`src/core/tmr_ctl_pkg.sv`:
```
// Constants for the timer control and external interrupt flag block
// Summary of operation
// - Timer 0/1 overflow sets flag, vector clears
// - Software run bits start/stop timers 0/1
// - Irq1 flag set on either edge, ack clears
// - Irq1 type bit picks edge or low level
// - Irq0 flag set on falling edge, ack clears
// - Irq0 type bit picks falling edge or level
// - Timer 2 overflow flag: software clear only
// - Pin fall with enable sets external flag
// - Auto-reload with run bit set: wrap toggles external flag
// - Rx clock select: timer 2 else timer 1
// - Tx clock select: timer 2 else timer 1
// - Enabled pin fall captures or reloads, interrupts
// - Up/down auto-reload ignores external enable
// - Other modes: pin fall only flags, interrupts
// - External enable low ignores the pin
// - Timer 2 run bit starts and stops it
// - Source select: counter when 1, timer else
// - Capture/reload select picks capture or reload
package tmr_ctl_pkg;
  localparam logic [11:0] CTL_ADDR    = 12'h000;
  localparam logic [11:0] T2CTL_ADDR  = 12'h004;
  localparam logic [11:0] STAT_ADDR   = 12'h008;
  localparam logic [11:0] CLR_ADDR    = 12'h00C;
  localparam logic [11:0] EN_ADDR     = 12'h010;
  localparam logic [11:0] T2MODE_ADDR = 12'h014;
  // Timer run and interrupt control bit positions
  localparam int T1_OVF_BIT  = 7;
  localparam int T1_RUN_BIT  = 6;
  localparam int T0_OVF_BIT  = 5;
  localparam int T0_RUN_BIT  = 4;
  localparam int X1_FLAG_BIT = 3;
  localparam int X1_TYPE_BIT = 2;
  localparam int X0_FLAG_BIT = 1;
  localparam int X0_TYPE_BIT = 0;
  // Timer 2 control bit positions
  localparam int T2_OVF_BIT  = 7;
  localparam int T2_EXT_BIT  = 6;
  localparam int RXS_BIT     = 5;
  localparam int TXS_BIT     = 4;
  localparam int PIN_EN_BIT  = 3;
  localparam int T2_RUN_BIT  = 2;
  localparam int SRC_BIT     = 1;
  localparam int CPRL_BIT    = 0;
  // Mode register bit positions
  localparam int DIR_EN_BIT = 0;
  localparam int BAUD_BIT  = 1;
  localparam int CLKO_BIT  = 2;
  // Interrupt status layout
  localparam int NUM_EV    = 6;
  localparam int EV_T0_OVF = 0;
  localparam int EV_T1_OVF = 1;
  localparam int EV_X0     = 2;
  localparam int EV_X1     = 3;
  localparam int EV_T2_OVF = 4;
  localparam int EV_T2_EXT = 5;
  localparam logic [7:0] CTL_RST   = 8'h00;
  localparam logic [7:0] T2CTL_RST = 8'h00;
  localparam logic [2:0] T2MODE_RST = 3'h0;
  localparam logic [NUM_EV-1:0] EN_RST = 6'h00;
  localparam int SYNC_STAGES = 2;
endpackage

```
`src/core/pin_sync_edge.sv`:
```
// Two-flop synchroniser with rise and fall pulses
`timescale 1ns/1ns
module pin_sync_edge
  import tmr_ctl_pkg::*;
(
  input  wire logic hclk,
  input  wire logic hresetn,
  input  wire logic pin,
  output logic      level,
  output logic      rise,
  output logic      fall
);
  logic [SYNC_STAGES-1:0] sync;
  logic                   last;
  logic [SYNC_STAGES-1:0] next_sync;
  logic                   next_last;

  always_comb begin
    next_sync = {sync[SYNC_STAGES-2:0], pin};
    next_last = sync[SYNC_STAGES-1];
  end

  // Only the last stage feeds the edge logic
  always_ff @(posedge hclk or negedge hresetn) begin
    if (!hresetn) begin
      sync <= '1;
      last <= 1'b1;
    end else begin
      sync <= next_sync;
      last <= next_last;
    end
  end

  assign level = sync[SYNC_STAGES-1];
  assign rise  = level & ~last;
  assign fall  = ~level & last;

  one_fall_a: assert property (@(posedge hclk) disable iff (!hresetn)
    fall |=> !fall)
    else $error("fall pulse lasted two cycles");
endmodule

```
`src/core/tmr_ctl.sv`:
```
// Timer run control, overflow and external interrupt flags, AHB-Lite slave
`timescale 1ns/1ns
module tmr_ctl
  import tmr_ctl_pkg::*;
(
  input  wire logic        hclk,
  input  wire logic        hresetn,
  input  wire logic        hsel,
  input  wire logic [11:0] haddr,
  input  wire logic [1:0]  htrans,
  input  wire logic        hwrite,
  input  wire logic [2:0]  hsize,
  input  wire logic [31:0] hwdata,
  input  wire logic        hready,
  output logic [31:0]      hrdata,
  output logic             hreadyout,
  output logic             hresp,
  input  wire logic        timer0_wrap,
  input  wire logic        timer1_wrap,
  input  wire logic        timer2_wrap,
  input  wire logic        ext_irq0_n,
  input  wire logic        ext_irq1_n,
  input  wire logic        timer2_external_pin,
  input  wire logic        vector_t0_ovf,
  input  wire logic        vector_t1_ovf,
  input  wire logic        vector_ext0,
  input  wire logic        vector_ext1,
  output logic             timer0_run,
  output logic             timer1_run,
  output logic             timer2_run,
  output logic             timer2_source_select,
  output logic             capture_reload_select,
  output logic             count_direction_enable,
  output logic             timer2_capture,
  output logic             timer2_reload,
  output logic             uart_rx_tick,
  output logic             uart_tx_tick,
  output logic             ext_irq0_req,
  output logic             ext_irq1_req,
  output logic             irq
);
  typedef enum {PH_IDLE, PH_WRITE, PH_READ} phase_t;

  phase_t      phase;
  phase_t      next_phase;
  logic [11:0] addr;
  logic [11:0] next_addr;
  logic [7:0]  timer_run_and_irq_control;
  logic [7:0]  next_ctl;
  logic [7:0]  timer2_control;
  logic [7:0]  next_t2ctl;
  logic        other_mode;
  logic [2:0]  t2mode;
  logic [2:0]  next_t2mode;
  logic [NUM_EV-1:0] status;
  logic [NUM_EV-1:0] next_status;
  logic [NUM_EV-1:0] enable;
  logic [NUM_EV-1:0] next_enable;
  logic [31:0] next_hrdata;
  logic        next_capture;
  logic        next_reload;
  logic        next_rx_tick;
  logic        next_tx_tick;
  logic        next_irq0_req;
  logic        next_irq1_req;
  logic        next_irq;
  logic        e0_lvl;
  logic        e0_fall;
  logic        e1_lvl;
  logic        e1_rise;
  logic        e1_fall;
  logic        t2_fall;
  logic        t2_lvl;
  logic        wr_go;
  logic        ext_event;
  logic        autoreload;
  logic        capture_mode;
  logic [NUM_EV-1:0] ev;

  pin_sync_edge sync_e0 (
    .hclk    (hclk),
    .hresetn (hresetn),
    .pin     (ext_irq0_n),
    .level   (e0_lvl),
    .rise    (),
    .fall    (e0_fall)
  );

  pin_sync_edge sync_e1 (
    .hclk    (hclk),
    .hresetn (hresetn),
    .pin     (ext_irq1_n),
    .level   (e1_lvl),
    .rise    (e1_rise),
    .fall    (e1_fall)
  );

  pin_sync_edge sync_t2 (
    .hclk    (hclk),
    .hresetn (hresetn),
    .pin     (timer2_external_pin),
    .level   (t2_lvl),
    .rise    (),
    .fall    (t2_fall)
  );

  function automatic logic [31:0] read_mux(
    input logic [11:0]       a,
    input logic [7:0]        tc,
    input logic [7:0]        t2c,
    input logic [2:0]        md,
    input logic [NUM_EV-1:0] st,
    input logic [NUM_EV-1:0] en
  );
    case (a)
      CTL_ADDR:    read_mux = {24'h000000, tc};
      T2CTL_ADDR:  read_mux = {24'h000000, t2c};
      STAT_ADDR:   read_mux = {26'h0000000, st};
      EN_ADDR:     read_mux = {26'h0000000, en};
      T2MODE_ADDR: read_mux = {29'h00000000, md};
      default:     read_mux = 32'h00000000;
    endcase
  endfunction

  // Bus phase tracking; the slave is always ready
  always_comb begin
    next_phase = PH_IDLE;
    next_addr  = addr;
    if (hsel && hready && htrans[1]) begin
      next_phase = hwrite ? PH_WRITE : PH_READ;
      next_addr  = haddr;
    end
  end

  always_ff @(posedge hclk or negedge hresetn) begin
    if (!hresetn) begin
      phase <= PH_IDLE;
      addr  <= 12'h000;
    end else begin
      phase <= next_phase;
      addr  <= next_addr;
    end
  end

  assign wr_go        = (phase == PH_WRITE);
  // Baud and clock-out modes are neither capture nor auto-reload
  assign other_mode   = t2mode[BAUD_BIT] | t2mode[CLKO_BIT];
  assign autoreload   = ~timer2_control[CPRL_BIT] & ~other_mode;
  assign capture_mode = timer2_control[CPRL_BIT] & ~other_mode;
  // External pin is acted on only when enabled and not up/down reload
  assign ext_event = t2_fall & timer2_control[PIN_EN_BIT]
    & ~(autoreload & t2mode[DIR_EN_BIT]);

  always_comb begin
    next_ctl    = timer_run_and_irq_control;
    next_t2ctl  = timer2_control;
    next_t2mode = t2mode;
    next_enable = enable;
    next_status = status;
    if (wr_go) begin
      case (addr)
        CTL_ADDR: begin
          // Software owns run and type bits
          next_ctl[T1_RUN_BIT]  = hwdata[T1_RUN_BIT];
          next_ctl[T0_RUN_BIT]  = hwdata[T0_RUN_BIT];
          next_ctl[X1_TYPE_BIT] = hwdata[X1_TYPE_BIT];
          next_ctl[X0_TYPE_BIT] = hwdata[X0_TYPE_BIT];
        end
        T2CTL_ADDR: begin
          // Flags here may only be cleared by a write of 0
          next_t2ctl[T2_OVF_BIT] = timer2_control[T2_OVF_BIT]
                                   & hwdata[T2_OVF_BIT];
          next_t2ctl[T2_EXT_BIT] = timer2_control[T2_EXT_BIT]
                                   & hwdata[T2_EXT_BIT];
          next_t2ctl[5:0] = hwdata[5:0];
        end
        T2MODE_ADDR: next_t2mode = hwdata[2:0];
        EN_ADDR:     next_enable = hwdata[NUM_EV-1:0];
        CLR_ADDR:    next_status = status & ~hwdata[NUM_EV-1:0];
        default: begin
        end
      endcase
    end
    // Vectoring clears; set below wins in the same cycle
    if (vector_t1_ovf) next_ctl[T1_OVF_BIT] = 1'b0;
    if (vector_t0_ovf) next_ctl[T0_OVF_BIT] = 1'b0;
    if (vector_ext1) next_ctl[X1_FLAG_BIT] = 1'b0;
    if (vector_ext0) next_ctl[X0_FLAG_BIT] = 1'b0;
    if (timer1_wrap) next_ctl[T1_OVF_BIT] = 1'b1;
    if (timer0_wrap) next_ctl[T0_OVF_BIT] = 1'b1;
    // Edge mode: irq1 both edges, irq0 falling only
    if (timer_run_and_irq_control[X1_TYPE_BIT] && (e1_rise || e1_fall))
      next_ctl[X1_FLAG_BIT] = 1'b1;
    if (timer_run_and_irq_control[X0_TYPE_BIT] && e0_fall)
      next_ctl[X0_FLAG_BIT] = 1'b1;
    if (timer2_wrap && !other_mode)
      next_t2ctl[T2_OVF_BIT] = 1'b1;
    if (timer2_wrap && autoreload && timer2_control[T2_RUN_BIT])
      next_t2ctl[T2_EXT_BIT] = ~next_t2ctl[T2_EXT_BIT];
    else if (ext_event)
      next_t2ctl[T2_EXT_BIT] = 1'b1;
    ev[EV_T0_OVF] = timer0_wrap;
    ev[EV_T1_OVF] = timer1_wrap;
    ev[EV_X0] = next_ctl[X0_FLAG_BIT]
                & ~timer_run_and_irq_control[X0_FLAG_BIT];
    ev[EV_X1] = next_ctl[X1_FLAG_BIT]
                & ~timer_run_and_irq_control[X1_FLAG_BIT];
    ev[EV_T2_OVF] = next_t2ctl[T2_OVF_BIT] & ~timer2_control[T2_OVF_BIT];
    ev[EV_T2_EXT] = next_t2ctl[T2_EXT_BIT] & ~timer2_control[T2_EXT_BIT];
    next_status = next_status | ev;
  end

  always_ff @(posedge hclk or negedge hresetn) begin
    if (!hresetn) begin
      timer_run_and_irq_control <= CTL_RST;
      timer2_control            <= T2CTL_RST;
      t2mode                    <= T2MODE_RST;
      status                    <= '0;
      enable                    <= EN_RST;
    end else begin
      timer_run_and_irq_control <= next_ctl;
      timer2_control            <= next_t2ctl;
      t2mode                    <= next_t2mode;
      status                    <= next_status;
      enable                    <= next_enable;
    end
  end

  // Registered outputs
  always_comb begin
    next_hrdata = read_mux(next_addr, next_ctl, next_t2ctl, next_t2mode,
                           next_status, next_enable);
    next_capture = ext_event & capture_mode;
    next_reload  = ext_event & autoreload;
    next_rx_tick = timer2_control[RXS_BIT] ? timer2_wrap
                                           : timer1_wrap;
    next_tx_tick = timer2_control[TXS_BIT] ? timer2_wrap
                                           : timer1_wrap;
    // Level mode requests follow the low pin
    next_irq0_req = timer_run_and_irq_control[X0_TYPE_BIT]
                    ? next_ctl[X0_FLAG_BIT] : ~e0_lvl;
    next_irq1_req = timer_run_and_irq_control[X1_TYPE_BIT]
                    ? next_ctl[X1_FLAG_BIT] : ~e1_lvl;
    next_irq = |(next_status & next_enable);
  end

  always_ff @(posedge hclk or negedge hresetn) begin
    if (!hresetn) begin
      hrdata                 <= 32'h00000000;
      timer2_capture         <= 1'b0;
      timer2_reload          <= 1'b0;
      uart_rx_tick           <= 1'b0;
      uart_tx_tick           <= 1'b0;
      ext_irq0_req           <= 1'b0;
      ext_irq1_req           <= 1'b0;
      irq                    <= 1'b0;
      timer0_run             <= 1'b0;
      timer1_run             <= 1'b0;
      timer2_run             <= 1'b0;
      timer2_source_select   <= 1'b0;
      capture_reload_select  <= 1'b0;
      count_direction_enable <= 1'b0;
    end else begin
      hrdata                 <= next_hrdata;
      timer2_capture         <= next_capture;
      timer2_reload          <= next_reload;
      uart_rx_tick           <= next_rx_tick;
      uart_tx_tick           <= next_tx_tick;
      ext_irq0_req           <= next_irq0_req;
      ext_irq1_req           <= next_irq1_req;
      irq                    <= next_irq;
      timer0_run             <= next_ctl[T0_RUN_BIT];
      timer1_run             <= next_ctl[T1_RUN_BIT];
      timer2_run             <= next_t2ctl[T2_RUN_BIT];
      timer2_source_select   <= next_t2ctl[SRC_BIT];
      capture_reload_select  <= next_t2ctl[CPRL_BIT];
      count_direction_enable <= next_t2mode[DIR_EN_BIT];
    end
  end

  assign hreadyout = 1'b1;
  assign hresp     = 1'b0;

  t0_ovf_set_a: assert property (@(posedge hclk) disable iff (!hresetn)
    timer0_wrap |=> timer_run_and_irq_control[T0_OVF_BIT])
    else $error("timer 0 overflow flag not set");
  t1_vec_clr_a: assert property (@(posedge hclk) disable iff (!hresetn)
    vector_t1_ovf && !timer1_wrap
    |=> !timer_run_and_irq_control[T1_OVF_BIT])
    else $error("timer 1 flag not cleared on vector");
  x1_edge_a: assert property (@(posedge hclk) disable iff (!hresetn)
    timer_run_and_irq_control[X1_TYPE_BIT] && e1_rise
    |=> timer_run_and_irq_control[X1_FLAG_BIT])
    else $error("irq1 rising edge missed");
  x0_rise_a: assert property (@(posedge hclk) disable iff (!hresetn)
    e0_lvl && !$past(e0_lvl) && !timer_run_and_irq_control[X0_FLAG_BIT]
    && !e0_fall |=> !timer_run_and_irq_control[X0_FLAG_BIT])
    else $error("irq0 flag set on rising edge");
  x0_level_a: assert property (@(posedge hclk) disable iff (!hresetn)
    !timer_run_and_irq_control[X0_TYPE_BIT] && !e0_lvl
    && $stable(timer_run_and_irq_control[X0_TYPE_BIT]) |=> ext_irq0_req)
    else $error("irq0 level request missing");
  t2_ovf_baud_a: assert property (@(posedge hclk) disable iff (!hresetn)
    !timer2_control[T2_OVF_BIT] && t2mode[BAUD_BIT]
    |=> !timer2_control[T2_OVF_BIT])
    else $error("timer 2 flag set in baud mode");
  pin_off_a: assert property (@(posedge hclk) disable iff (!hresetn)
    !timer2_control[PIN_EN_BIT] |-> !timer2_capture[*1] ##1 !timer2_capture)
    else $error("capture with external enable low");
  rxsel_a: assert property (@(posedge hclk) disable iff (!hresetn)
    timer2_control[RXS_BIT] && timer2_wrap |=> uart_rx_tick)
    else $error("rx tick not from timer 2");
  txsel_a: assert property (@(posedge hclk) disable iff (!hresetn)
    !timer2_control[TXS_BIT] && timer1_wrap |=> uart_tx_tick)
    else $error("tx tick not from timer 1");

  ext_cap_c: cover property (@(posedge hclk) timer2_capture);
  ext_rel_c: cover property (@(posedge hclk) timer2_reload);
  irq_c:     cover property (@(posedge hclk) irq);
endmodule

```
`config.mk`:
```
export PLATFORM = sky130hd
export DESIGN_NAME = tmr_ctl
export DESIGN_NICKNAME = d
export VERILOG_FILES = /design/src/core/tmr_ctl_pkg.sv /design/src/core/pin_sync_edge.sv /design/src/core/tmr_ctl.sv
export SDC_FILE = /design/constraint.sdc
export NUM_CORES = 1
export LEC_CHECK = 0
export BUFFER_PORTS_ARGS = -buffer_cell sky130_fd_sc_hd__buf_2
export CORE_MARGIN = 2
export CORE_UTILIZATION = 36
export CTS_CLUSTER_SIZE = 28
export DETAILED_ROUTE_END_ITERATION = 10
export PLACE_DENSITY_LB_ADDON = 0.2
export RECOVER_POWER = 25
export SYNTH_ARGS = -nofsm -noshare
export SYNTH_HDL_FRONTEND = slang
export SYNTH_HIERARCHICAL = 1
export SYNTH_SLANG_ARGS = --single-unit
```
`constraint.sdc`:
```
create_clock -name hclk -period 6.2 [get_ports hclk]
set_input_delay 0.31 -clock hclk [delete_from_list [all_inputs] [get_ports hclk]]
set_output_delay 0.31 -clock hclk [all_outputs]
set_load 0.005 [all_outputs]
```
Word level (Yosys, flattened, before mapping)
Cells that the tools add are included.
W data, S select, Z words.
Cells by class
  add/sub/neg operators: 0
  multiply operators: 0
  divide/modulo/power cells: 0
  $lt $le $gt $ge: 0
  equality and inequality tests: 9
  shift operators: 0
  multiplexer cells: 35
  bitwise operators: 34
  reductions and logical operators: 12
Operators by type and width (number)
  $eq A12 B5 Y1 const B: 4
  $pmux W8 S5: 1
  $eq A12 B3 Y1 const B: 2
  $eq A12 B4 Y1 const B: 2
  $logic_not A12 Y1: 2
  $mux W6: 4
  $mux W1: 23
  $and A1 B1 Y1: 17
  $mux W8: 2
  $and A6 B6 Y6: 2
  $mux W12: 1
  $not A1 Y1: 12
  $logic_and A1 B1 Y1: 7
  $mux W3: 2
  $not A6 Y6: 1
  $or A6 B6 Y6: 1
  $reduce_or A6 Y1: 1
  $mux W2: 2
  $eq A2 B1 Y1 const B: 1
  $logic_not A1 Y1: 1
  $logic_or A1 B1 Y1: 1
  $or A1 B1 Y1: 1
Word-level totals
  flip-flop bits (word level): 99
  bits in latches: 0
  memory bits (writable): 0
  memory bits (read-only): 0
  output and inout bits: 47
  memories kept: 0

Logic depth before layout (Yosys ltp)
Gate-level depths: netlist of run 1.
  depth after elaboration: 12
  gate-level depth with buffers: 7
  mapped depth without buffers: 7

Modules after synthesis
The synthesis of run 1 kept the hierarchy.
Modules (own cells, without submodules)
  tmr_ctl: times used 1, cells each 270, area each 2864.0 sq um, seq. area each 1501.4 sq um
  pin_sync_edge: times used 3, cells each 5, area each 93.8 sq um, seq. area each 78.8 sq um

Least setup slack after synthesis of run 1
No wires, ideal clock.
  path kind: flip-flop to flip-flop
  from: reg addr[9]
  to: reg irq
  arrival: 2205 ps
  required time: 6069 ps
  slack: 3864 ps
  cell stages (with the launch flop): 6
  period minus slack after synthesis: 2336 ps
  cell sequence: dfrtp_1 -> or4_4 -> nor4_4 -> mux2i_1 -> o22ai_1 -> or3_1
On the way
  word-level cells in the longest chain between the ends: 9
  elaborated cells on any way between the ends: 18
RTL lines
  from (decl): line tmr_ctl.sv:46  | logic [11:0] addr;
  from (signal assigned): line tmr_ctl.sv:141  | addr <= next_addr;
  $eq A12 B3 Y1: line tmr_ctl.sv:161  | case (addr)
  $mux W8: line tmr_ctl.sv:161
  $mux W8: line tmr_ctl.sv:160  | if (wr_go) begin
  $mux W1 / $not A1 Y1 (equally long branches): line tmr_ctl.sv:200, tmr_ctl.sv:199
  $mux W1: line tmr_ctl.sv:198  | if (timer2_wrap && autoreload && timer2_control[T2_RUN_BIT])
  $and A1 B1 Y1: line tmr_ctl.sv:209  | ev[EV_T2_EXT] = next_t2ctl[T2_EXT_BIT] & ~timer2_control[T2_EXT_BIT];
  $or A6 B6 Y6: line tmr_ctl.sv:210  | next_status = next_status | ev;
  $and A6 B6 Y6 (*): line tmr_ctl.sv:244  | next_irq = |(next_status & next_enable);
  $reduce_or A6 Y1 (*): line tmr_ctl.sv:244
  via next_irq: line tmr_ctl.sv:66  | logic next_irq;
  to (signal assigned): line tmr_ctl.sv:271  | irq <= next_irq;
  to (decl): line tmr_ctl.sv:40  | output logic irq
The timed path passes the listed nets; every way through them passes the cells marked *.

==> impl_results.md, run 1 <==
* Failing checks: capacitance limit, slew limit
* CTS Sinks at 69
* Final setup fails at 0
* YS warnings at 6
* CP required at 5.80 ns
* Fill cell count at 852
* Worst-skew pair later-pin latency at 0.34 ns
* Largest net degree at the start of global routing at 70
* Max-cap violations at 1
* Arrival time worst endpoint at 3.02 ns
* Peak supply drop at 156 µV
* Hold Crit Class: input port to flop
* Sequential Power Share at 52.4%
* Worst slew pin tran at 3.69 ns
* Unrepaired setup endpoints after global routing: no
* Share of layout cells above drive strength 1 at 28.6%
* Most common cell after layout, fill and taps aside: dfrtp_1
* I/O Pins at 111
* Number of global-route vias before repair at 2122
* Final GP Congestion at 0.846
* Clock skew at 0.0104 ns
* Cell family with most CP delay: buffers and inverters
* Grt ovf at 0
* CP Max Fanout at 69
* Switching pwr at 252 µW
* Die Ht at 97.3 µm
* Multi-input logic area at 0.00113 mm²
* Power per cell area at 268 mW/mm²
* Clk root buf: clkbuf_8
* Clock power share at 35.8%
* DRC at 0
* Mapped Area at 0.00313 mm²
* Hold slack at 0.0669 ns
* Setup CP Type: input port to asynchronous set/reset pin
* Syn Area/Cell at 11.1 µm²
* Setup tns final at 0 ns
* Die width at 97.3 µm
* DRT iter0 DRCs at 46
* Via count at 2170
* WL final at 6700 µm
* Initial antenna violation count at 0
* Most frequent cells in the layout: dfrtp_1, buf_2, inv_1
* H-tree Lvls at 3
* Core Region at 0.00859 mm²
* Hold Violations, Final at 0
* Leak Pwr at 1.83 nW
* # diodes at 0
* Fin nets at 409
* P_int at 717 µW
* Critical path, cell by cell: buf_2, clkbuf_1
* DR pass1 iterations at 4
* Bufs and invs on worst path at 2
* Clock Pin Slew Worst Setup and Hold Paths at 0.07 ns
* Rows at 34
* Dpl cells at 442
* Wire length per cell at 14.6 µm
* Crit-path max cell delay at 2.58 ns
* DP Wirelength at 4740 µm
* First-pass GRT wire length at 10900 µm
* Maximum clock rate at 0.293 GHz
* Slew headroom at -146%
* Initial Util at 36.5%
* Final period util at 55.1%
* Post-CTS Hold Buffers at 0
* Final Total Pwr at 969 µW
* Final Max Slew Viols at 70
* Clock Tree Buf Depth at 2
* Die area at 0.00947 mm²
* Fin crit period at 3.42 ns
* Status: finished, violations left
* Antenna Nets Post-Route at 0
* Slowest-stage cell, CP: clkbuf_1
* Mapped Cells at 283
* Comb power frac at 11.8%
* Worst setup margin at 2.78 ns
* IO Port Bufs at 56
* Synth-to-layout area growth at 15.3%
* Place WS at 3.55 ns
* Post-CTS setup buffers at 0
* Total GRT Usage at 14.8%
* Startpoint Class: input port
* FF/Latch Area at 0.00174 mm²
* Finished Layout Cells at 458
* Vias per inst at 4.74
* CTS Buf Count at 9
* CTS tree: done
* Resized cells post-CTS at 0
* CP endpoint kind: asynchronous set/reset pin
* Sw Ratio at 26.0%
cell type report:
class | count | share of cell area, %
clock buffer | 11 | 3.64
clock inverter | 5 | 1.45
inverter | 36 | 3.74
multi-input combinational | 171 | 31.4
sequential | 69 | 48.1
tap | 108 | 3.74
timing repair buffer | 58 | 7.96
path summary, 6_finish.rpt:
check,depth (start not counted),endpoint,slack (ns),from
setup reg to reg,6,hrdata[0],3.53,addr[9]
min in group asynchronous,2,uart_tx_tick,1.33,hresetn
max in group hclk,6,hrdata[0],3.53,addr[9]
setup / recovery,2,ext_irq1_req,2.78,hresetn
hold reg to reg,0,sync_e1/sync[1],0.36,sync_e1/sync[0]
hold / removal,1,sync_e0/sync[0],0.07,ext_irq0_n
state kept, by name, summed over array words and instances (netlist names), 3 cells and up:
signal	cells
status	6
t2mode	3
enable	6
hrdata	8
addr	12
timer_run_and_irq_control	8
timer2_control	8
through the flow:
step / cell area (µm²) / util, %
floorplan: 3220 / -
global placement: 3440 / 40.0
detailed placement: 3440 / 40.0
CTS: 3620 / 42.1
global route: 3610 / 42.1
finish: 3610 / 42.1
layer usage:
metal	routed length (µm)	up-vias	global-route usage, %	share of wire [%]
li1	-	1038	-	-
met1	3070	1063	18.8	46
met2	3220	65	24.0	48
met3	381	4	5.25	5.7
met4	38	0	3.95	0.57
met5	0	-	0	0
power by group through the flow:
stage,clock network [mW],registers (mW),logic (mW)
after floorplan,0,0.510,0.0814
after global placement,0,0.515,0.114
after detailed placement,0,0.517,0.116
after CTS,0.360,0.508,0.117
after global routing,0.383,0.512,0.128
final,0.347,0.508,0.115
Power figures use the tool's default switching activity.
==> run 2, diff against run 1 <==
--- a/config.mk
+++ b/config.mk
@@ -5,6 +5,7 @@
 export SDC_FILE = /design/constraint.sdc
 export NUM_CORES = 1
 export LEC_CHECK = 0
+export ABC_AREA = 1
 export BUFFER_PORTS_ARGS = -buffer_cell sky130_fd_sc_hd__buf_2
 export CORE_MARGIN = 2
 export CORE_UTILIZATION = 36
==> constraint.sdc (replaced) <==
create_clock -name hclk -period 2.8 [get_ports hclk]
set_input_delay 0.14 -clock hclk [delete_from_list [all_inputs] [get_ports hclk]]
set_output_delay 0.14 -clock hclk [all_outputs]
set_load 0.005 [all_outputs]
==> run 2 against run 1 <==
Effect of this change: the flow now finishes without violations; largest cell class unchanged; routed wire length increased by 16%; critical path depth increased by 9; largest power group unchanged; global-route usage increased by 1.6 points; setup slack got worse by 2.2 ns; design area increased by 13%; via count increased by 29%; register-to-register slack got worse by 2.9 ns.
==> impl_results.md, run 2 <==
* Status: finished, final reports clean
* Post-CTS setup buffers at 0 (unchanged)
* Most common cell after layout, fill and taps aside: nand2_1
* Total GRT Usage at 16.3% (+1.6 points)
* Reg2Reg Depth at 10 (+4)
* Core Region at 0.00933 mm² (+8.5%)
* Final GP Congestion at 0.816 (-3.5%)
* Fill cell count at 936 (+9.9%)
* Mapped Cells at 432 (+53%)
* Final setup fails at 0 (unchanged)
* Largest register FFs at 12 (unchanged)
* Fin nets at 560 (+37%)
* Final Max Slew Viols at 0 (-100%)
* Worst R2R End: hrdata[6]
* Clock skew at 0.0111 ns (+0.000752 ns)
* Resized cells post-CTS at 0 (unchanged)
* DRC at 0 (unchanged)
* Leak Pwr at 2.24 nW (+22%)
* Hold Path Depth at 3 (+2)
* Largest net degree at the start of global routing at 29 (-59%)
* Largest Register: addr
* Hold Path Sink: timer_run_and_irq_control[7]
* I/O Pins at 111 (unchanged)
* Wire length per cell at 12.3 µm (-16%)
* Worst-skew pair later-pin latency at 0.35 ns (about the same)
* H-tree Lvls at 3 (unchanged)
* IO Port Bufs at 56 (unchanged)
* CTS Sinks at 69 (unchanged)
* Vias per inst at 4.46 (-5.9%)
* Worst slew pin tran at 1.11 ns (-2.59 ns)
* Post-CTS Hold Buffers at 5 (+5)
* Via count at 2810 (+29%)
* Hold slack at 0.0118 ns (-0.0551 ns)
* Hold Crit Start: timer1_wrap
* Die width at 102 µm (+5.2%)
* Initial Util at 37.4% (+0.90 points)
* Hold Violations, Final at 0 (unchanged)
* Initial antenna violation count at 0 (unchanged)
* Clock Pin Slew Worst Setup and Hold Paths at 0.07 ns (about the same)
* Final period util at 77.7%
* YS warnings at 6 (unchanged)
* Clock Tree Buf Depth at 2 (unchanged)
* Die Ht at 102 µm (+5.2%)
* DR pass1 iterations at 4 (unchanged)
* CTS tree: done
* Grt ovf at 0 (unchanged)
* Flop-to-flop setup slack at 0.66 ns (-2.87 ns)
* Setup tns final at 0 ns (unchanged)
* Maximum clock rate at 0.459 GHz
* Mapped Area at 0.00348 mm² (+11%)
* Power per cell area at 596 mW/mm² (+120%)
* Setup CP Type: input port to flop
* Fin crit period at 2.18 ns
* Peak supply drop at 305 µV (+96%)
* Antenna Nets Post-Route at 0 (unchanged)
* CP Max Fanout at 25 (-64%)
* Hold Crit Class: input port to flop
* CP required at 3.08 ns (-2.72 ns)
* Syn Area/Cell at 8.07 µm² (-27%)
* Share of layout cells above drive strength 1 at 19.0% (-9.6 points)
* Max-cap violations at 0 (-1)
* Die area at 0.0105 mm² (+11%)
* Rows at 35 (+2.9%)
* Synth-to-layout area growth at 16.7%
* Finished Layout Cells at 630 (+38%)
* CP endpoint kind: flop
* Unrepaired setup endpoints after global routing: no
* Reg2reg start: addr[0]
* DRT iter0 DRCs at 92 (+100%)
* Startpoint Class: input port
* Worst Setup SP: hsel
* # diodes at 0 (unchanged)
* Arrival time worst endpoint at 2.46 ns (-0.56 ns)
* Most frequent cells in the layout: nand2_1, inv_1, dfrtp_1
* First-pass GRT wire length at 12900 µm (+19%)
* Dpl cells at 609 (+38%)
* Final Total Pwr at 2.42 mW (+150%)
* FF/Latch Area at 0.00174 mm² (unchanged)
* WL final at 7780 µm (+16%)
* Number of global-route vias before repair at 2615 (+23%)
* Slew headroom at 26.3% (+170 points)
* DP Wirelength at 5680 µm (+20%)
* Clk root buf: clkbuf_8
* Multi-input logic area at 0.00130 mm² (+14%)
* CTS Buf Count at 9 (unchanged)
run 2: routing by layer:
layer  global-route usage, %  wire length [µm]
met2                    25.4              3600
met5                       0                 0
met3                    3.69               449
met1                    22.2              3660
met4                    6.46                70
run 2: metrics by stage:
step,util [%],worst slack [ns],cell area (µm²)
finish,43.6,0.623,4070
detailed placement,40.4,0.690,3770
global placement,40.4,0.732,3770
CTS,43.8,0.667,4090
global route,43.6,0.312,4070
floorplan,-,1.24,3570
run 2: final cells by class:
| class | instances | share of cell area (%) |
|---|---|---|
| sequential | 69 | 42.7 |
| timing repair buffer | 63 | 8.46 |
| tap | 129 | 3.97 |
| clock buffer | 10 | 3.14 |
| multi-input combinational | 283 | 31.9 |
| clock inverter | 6 | 3.32 |
| inverter | 70 | 6.46 |
run 2: how the worst max path moves through the flow:
stage	to	slack, ns
after global placement	hrdata[0]	0.73
after floorplan	hrdata[0]	1.24
after detailed placement	hrdata[6]	0.69
after CTS	hrdata[6]	0.67
after global routing	hrdata[6]	0.31
final	hrdata[1]	0.62
run 2: power by group:
group	switching [mW]	total (mW)	internal, mW
logic	0.195	0.286	0.0906
clock network	0.381	1.06	0.682
registers	0.0255	1.07	1.05
total	0.602	2.42	1.82
run 2: critical path: stages:
cell and delay (ns):
buf_2 0.24, nand3_1 0.68, nand2_1 0.34, nand2_4 0.09, nor2_4 0.13, nand2_4 0.07
nor2_4 0.33, nand2_2 0.17, nor2_1 0.12, nor2_1 0.05, nand2_1 0.07
==> run 3, diff against run 2 <==
==> constraint.sdc (replaced) <==
create_clock -name hclk -period 2.1 [get_ports hclk]
set_input_delay 0.105 -clock hclk [delete_from_list [all_inputs] [get_ports hclk]]
set_output_delay 0.105 -clock hclk [all_outputs]
set_load 0.005 [all_outputs]
==> run 3 against run 2 <==
Effect of this change: via count decreased by 0.71%; non-clock buffer count increased by 6; hold slack improved by 0.0020 ns; first-iteration DRC count increased by 73%; combinational power increased by 36%; design area increased by 0.43%; cell count increased by 0.95%; largest power group unchanged.
==> impl_results.md, run 3 (synthesis results as in run 2) <==
* Status: finished, final reports clean
* Largest Register: addr
* DRC at 0 (unchanged)
* Placed cell areas at 0.00382 mm² (+1.3%)
* Clk root buf: clkbuf_8
* Final setup fails at 0 (unchanged)
* Switching pwr at 804 µW (+34%)
* Sequential Power Share at 47.6% (+3.3 points)
* Final Max Slew Viols at 0 (unchanged)
* Fill cell count at 945 (+0.96%)
* Grt ovf at 0 (unchanged)
* CP endpoint kind: flop
* Vias per inst at 4.39 (-1.6%)
* Via count at 2790 (-0.71%)
* I/O Pins at 111 (unchanged)
* CTS Sinks at 69 (unchanged)
* First-pass GRT wire length at 12500 µm (-2.9%)
* Max-cap violations at 0 (unchanged)
* CTS tree: done
* Core Region at 0.00933 mm² (unchanged)
* Resized cells post-CTS at 0 (unchanged)
* Fin nets at 566 (+1.1%)
* Total GRT Usage at 15.8% (-0.57 points)
* Worst Setup SP: hready
* Slew headroom at 36.9% (+11 points)
* Hold Violations, Final at 0 (unchanged)
* Worst-skew pair later-pin latency at 0.34 ns (about the same)
* Largest register FFs at 12 (unchanged)
* Hold Crit Class: input port to flop
* Finished Layout Cells at 636 (+0.95%)
* Comb power frac at 12.9% (+1.1 points)
* Power per cell area at 735 mW/mm² (+23%)
* Clock Tree Buf Depth at 2 (unchanged)
* Die Ht at 102 µm (unchanged)
* Clock power share at 39.4% (-4.5 points)
* Arrival time worst endpoint at 2.09 ns (-0.37 ns)
* DP Wirelength at 5560 µm (-2.1%)
* IO Port Bufs at 56 (unchanged)
* Largest net degree at the start of global routing at 70 (+140%)
* Final Total Pwr at 3.00 mW (+24%)
* CP required at 2.38 ns (-0.70 ns)
* Wire length per cell at 12.0 µm (-3.0%)
* Dpl cells at 614 (+0.82%)
* Sw Ratio at 26.8% (+1.9 points)
* Reg2reg start: phase[1]
* Crit-path max cell delay at 0.47 ns (-0.21 ns)
* Worst slew pin tran at 0.947 ns (-0.158 ns)
* Peak supply drop at 238 µV (-22%)
* Rows at 35 (unchanged)
* DR pass1 iterations at 5 (+1)
* Final GP Congestion at 0.804 (-1.4%)
* Startpoint Class: input port
* CTS Buf Count at 9 (unchanged)
* Antenna Nets Post-Route at 0 (unchanged)
* Fin crit period at 1.81 ns
* Setup tns final at 0 ns (unchanged)
* DRT iter0 DRCs at 159 (+73%)
* Maximum clock rate at 0.553 GHz
* Setup CP Type: input port to flop
* # diodes at 0 (unchanged)
* Die width at 102 µm (unchanged)
* Leak Pwr at 2.25 nW (+0.39%)
* Synth-to-layout area growth at 17.2%
* WL final at 7620 µm (-2.1%)
* Initial Util at 37.4% (unchanged)
* Unrepaired setup endpoints after global routing: no
* Slowest-stage cell, CP: clkbuf_1
* Initial antenna violation count at 0 (unchanged)
* Share of layout cells above drive strength 1 at 19.9% (+0.96 points)
* P_int at 2.20 mW (+21%)
* Hold Crit Start: timer2_wrap
* Most common cell after layout, fill and taps aside: nand2_1
* Most frequent cells in the layout: nand2_1, inv_1, dfrtp_1
* Die area at 0.0105 mm² (unchanged)
* Clock Pin Slew Worst Setup and Hold Paths at 0.07 ns (about the same)
* Number of global-route vias before repair at 2587 (-1.1%)
* Clock skew at 0.00792 ns (-0.00323 ns)
* Final period util at 86.0%
* Critical path, cell by cell: clkbuf_1, nand3_4, o21ai_2, nand2_1, nor2_4, nand2_2, nor2_1, nor2_1, nand2_1
* Fin area at 0.00408 mm² (+0.43%)
* CP Max Fanout at 25 (unchanged)
* H-tree Lvls at 3 (unchanged)
-- run 3: changes by cell type in the layout (fill, tap and decap cells not counted), sizes merged --
cell | before | now
buf | 57 | 60
bufinv | 4 | 2
dlygate4sd3 | 5 | 6
clkinv | 0 | 2
clkbuf | 11 | 14
clkinvlp | 2 | 1
-- run 3: layout make-up --
class	count	area [µm²]	area share, %
sequential	69	1740	42.6
multi-input combinational	283	1320	32.2
timing repair buffer	69	390	9.56
clock buffer	11	131	3.22
inverter	70	263	6.43
clock inverter	5	85.1	2.08
tap	129	161	3.95
-- run 3: what timing repair did --
action	CTS	global route
endpoints found under the hold margin	66	0
buffers inserted	0	0
hold buffers	6	0
-- run 3: metrics by stage --
| stage | util (%) | hold WS [ns] | worst slack [ns] |
|---|---|---|---|
| global placement | 41.0 | 0.164 | 0.270 |
| detailed placement | 41.0 | 0.164 | 0.258 |
| CTS | 43.9 | 0.0000444 | 0.251 |
| floorplan | - | -0.191 | 0.538 |
| global route | 43.8 | 0.0140 | 0.0624 |
| finish | 43.8 | 0.0138 | 0.293 |
-- run 3: worst max-delay path: cells and delay by family --
kind | cells | cell delay [ns]
AOI/OAI and AO/OA | 1 | 0.36
buffers and inverters | 1 | 0.47
and+or+nand+nor | 7 | 1.16
-- run 3: path summary, 6_finish.rpt --
kind	cells past startpoint	slack, ns	to
min in group asynchronous	3	0.57	t2mode[1]
min reg2reg	0	0.36	sync_t2/sync[1]
min	3	0.01	uart_rx_tick
max reg2reg	8	0.30	hrdata[2]
max in group asynchronous	3	0.93	timer2_control[4]
max	9	0.29	hrdata[0]
-- run 3: per-layer routing --
layer,global-route usage [%],vias up,routed length [µm]
met3,3.01,8,381
met5,0,-,0
met1,22.2,1263,3690
li1,-,1439,-
met4,6.15,0,112
met2,24.1,80,3430
-- run 3: power groups by stage --
stage          Combinational (mW)  Sequential (mW)  Clock, mW
2_1_floorplan               0.291             1.45          0
3_3_place_gp                0.380             1.45          0
3_5_place_dp                0.387             1.46          0
4_1_cts                     0.397             1.43       1.21
5_1_grt                     0.447             1.44       1.28
6_report                    0.388             1.43       1.18
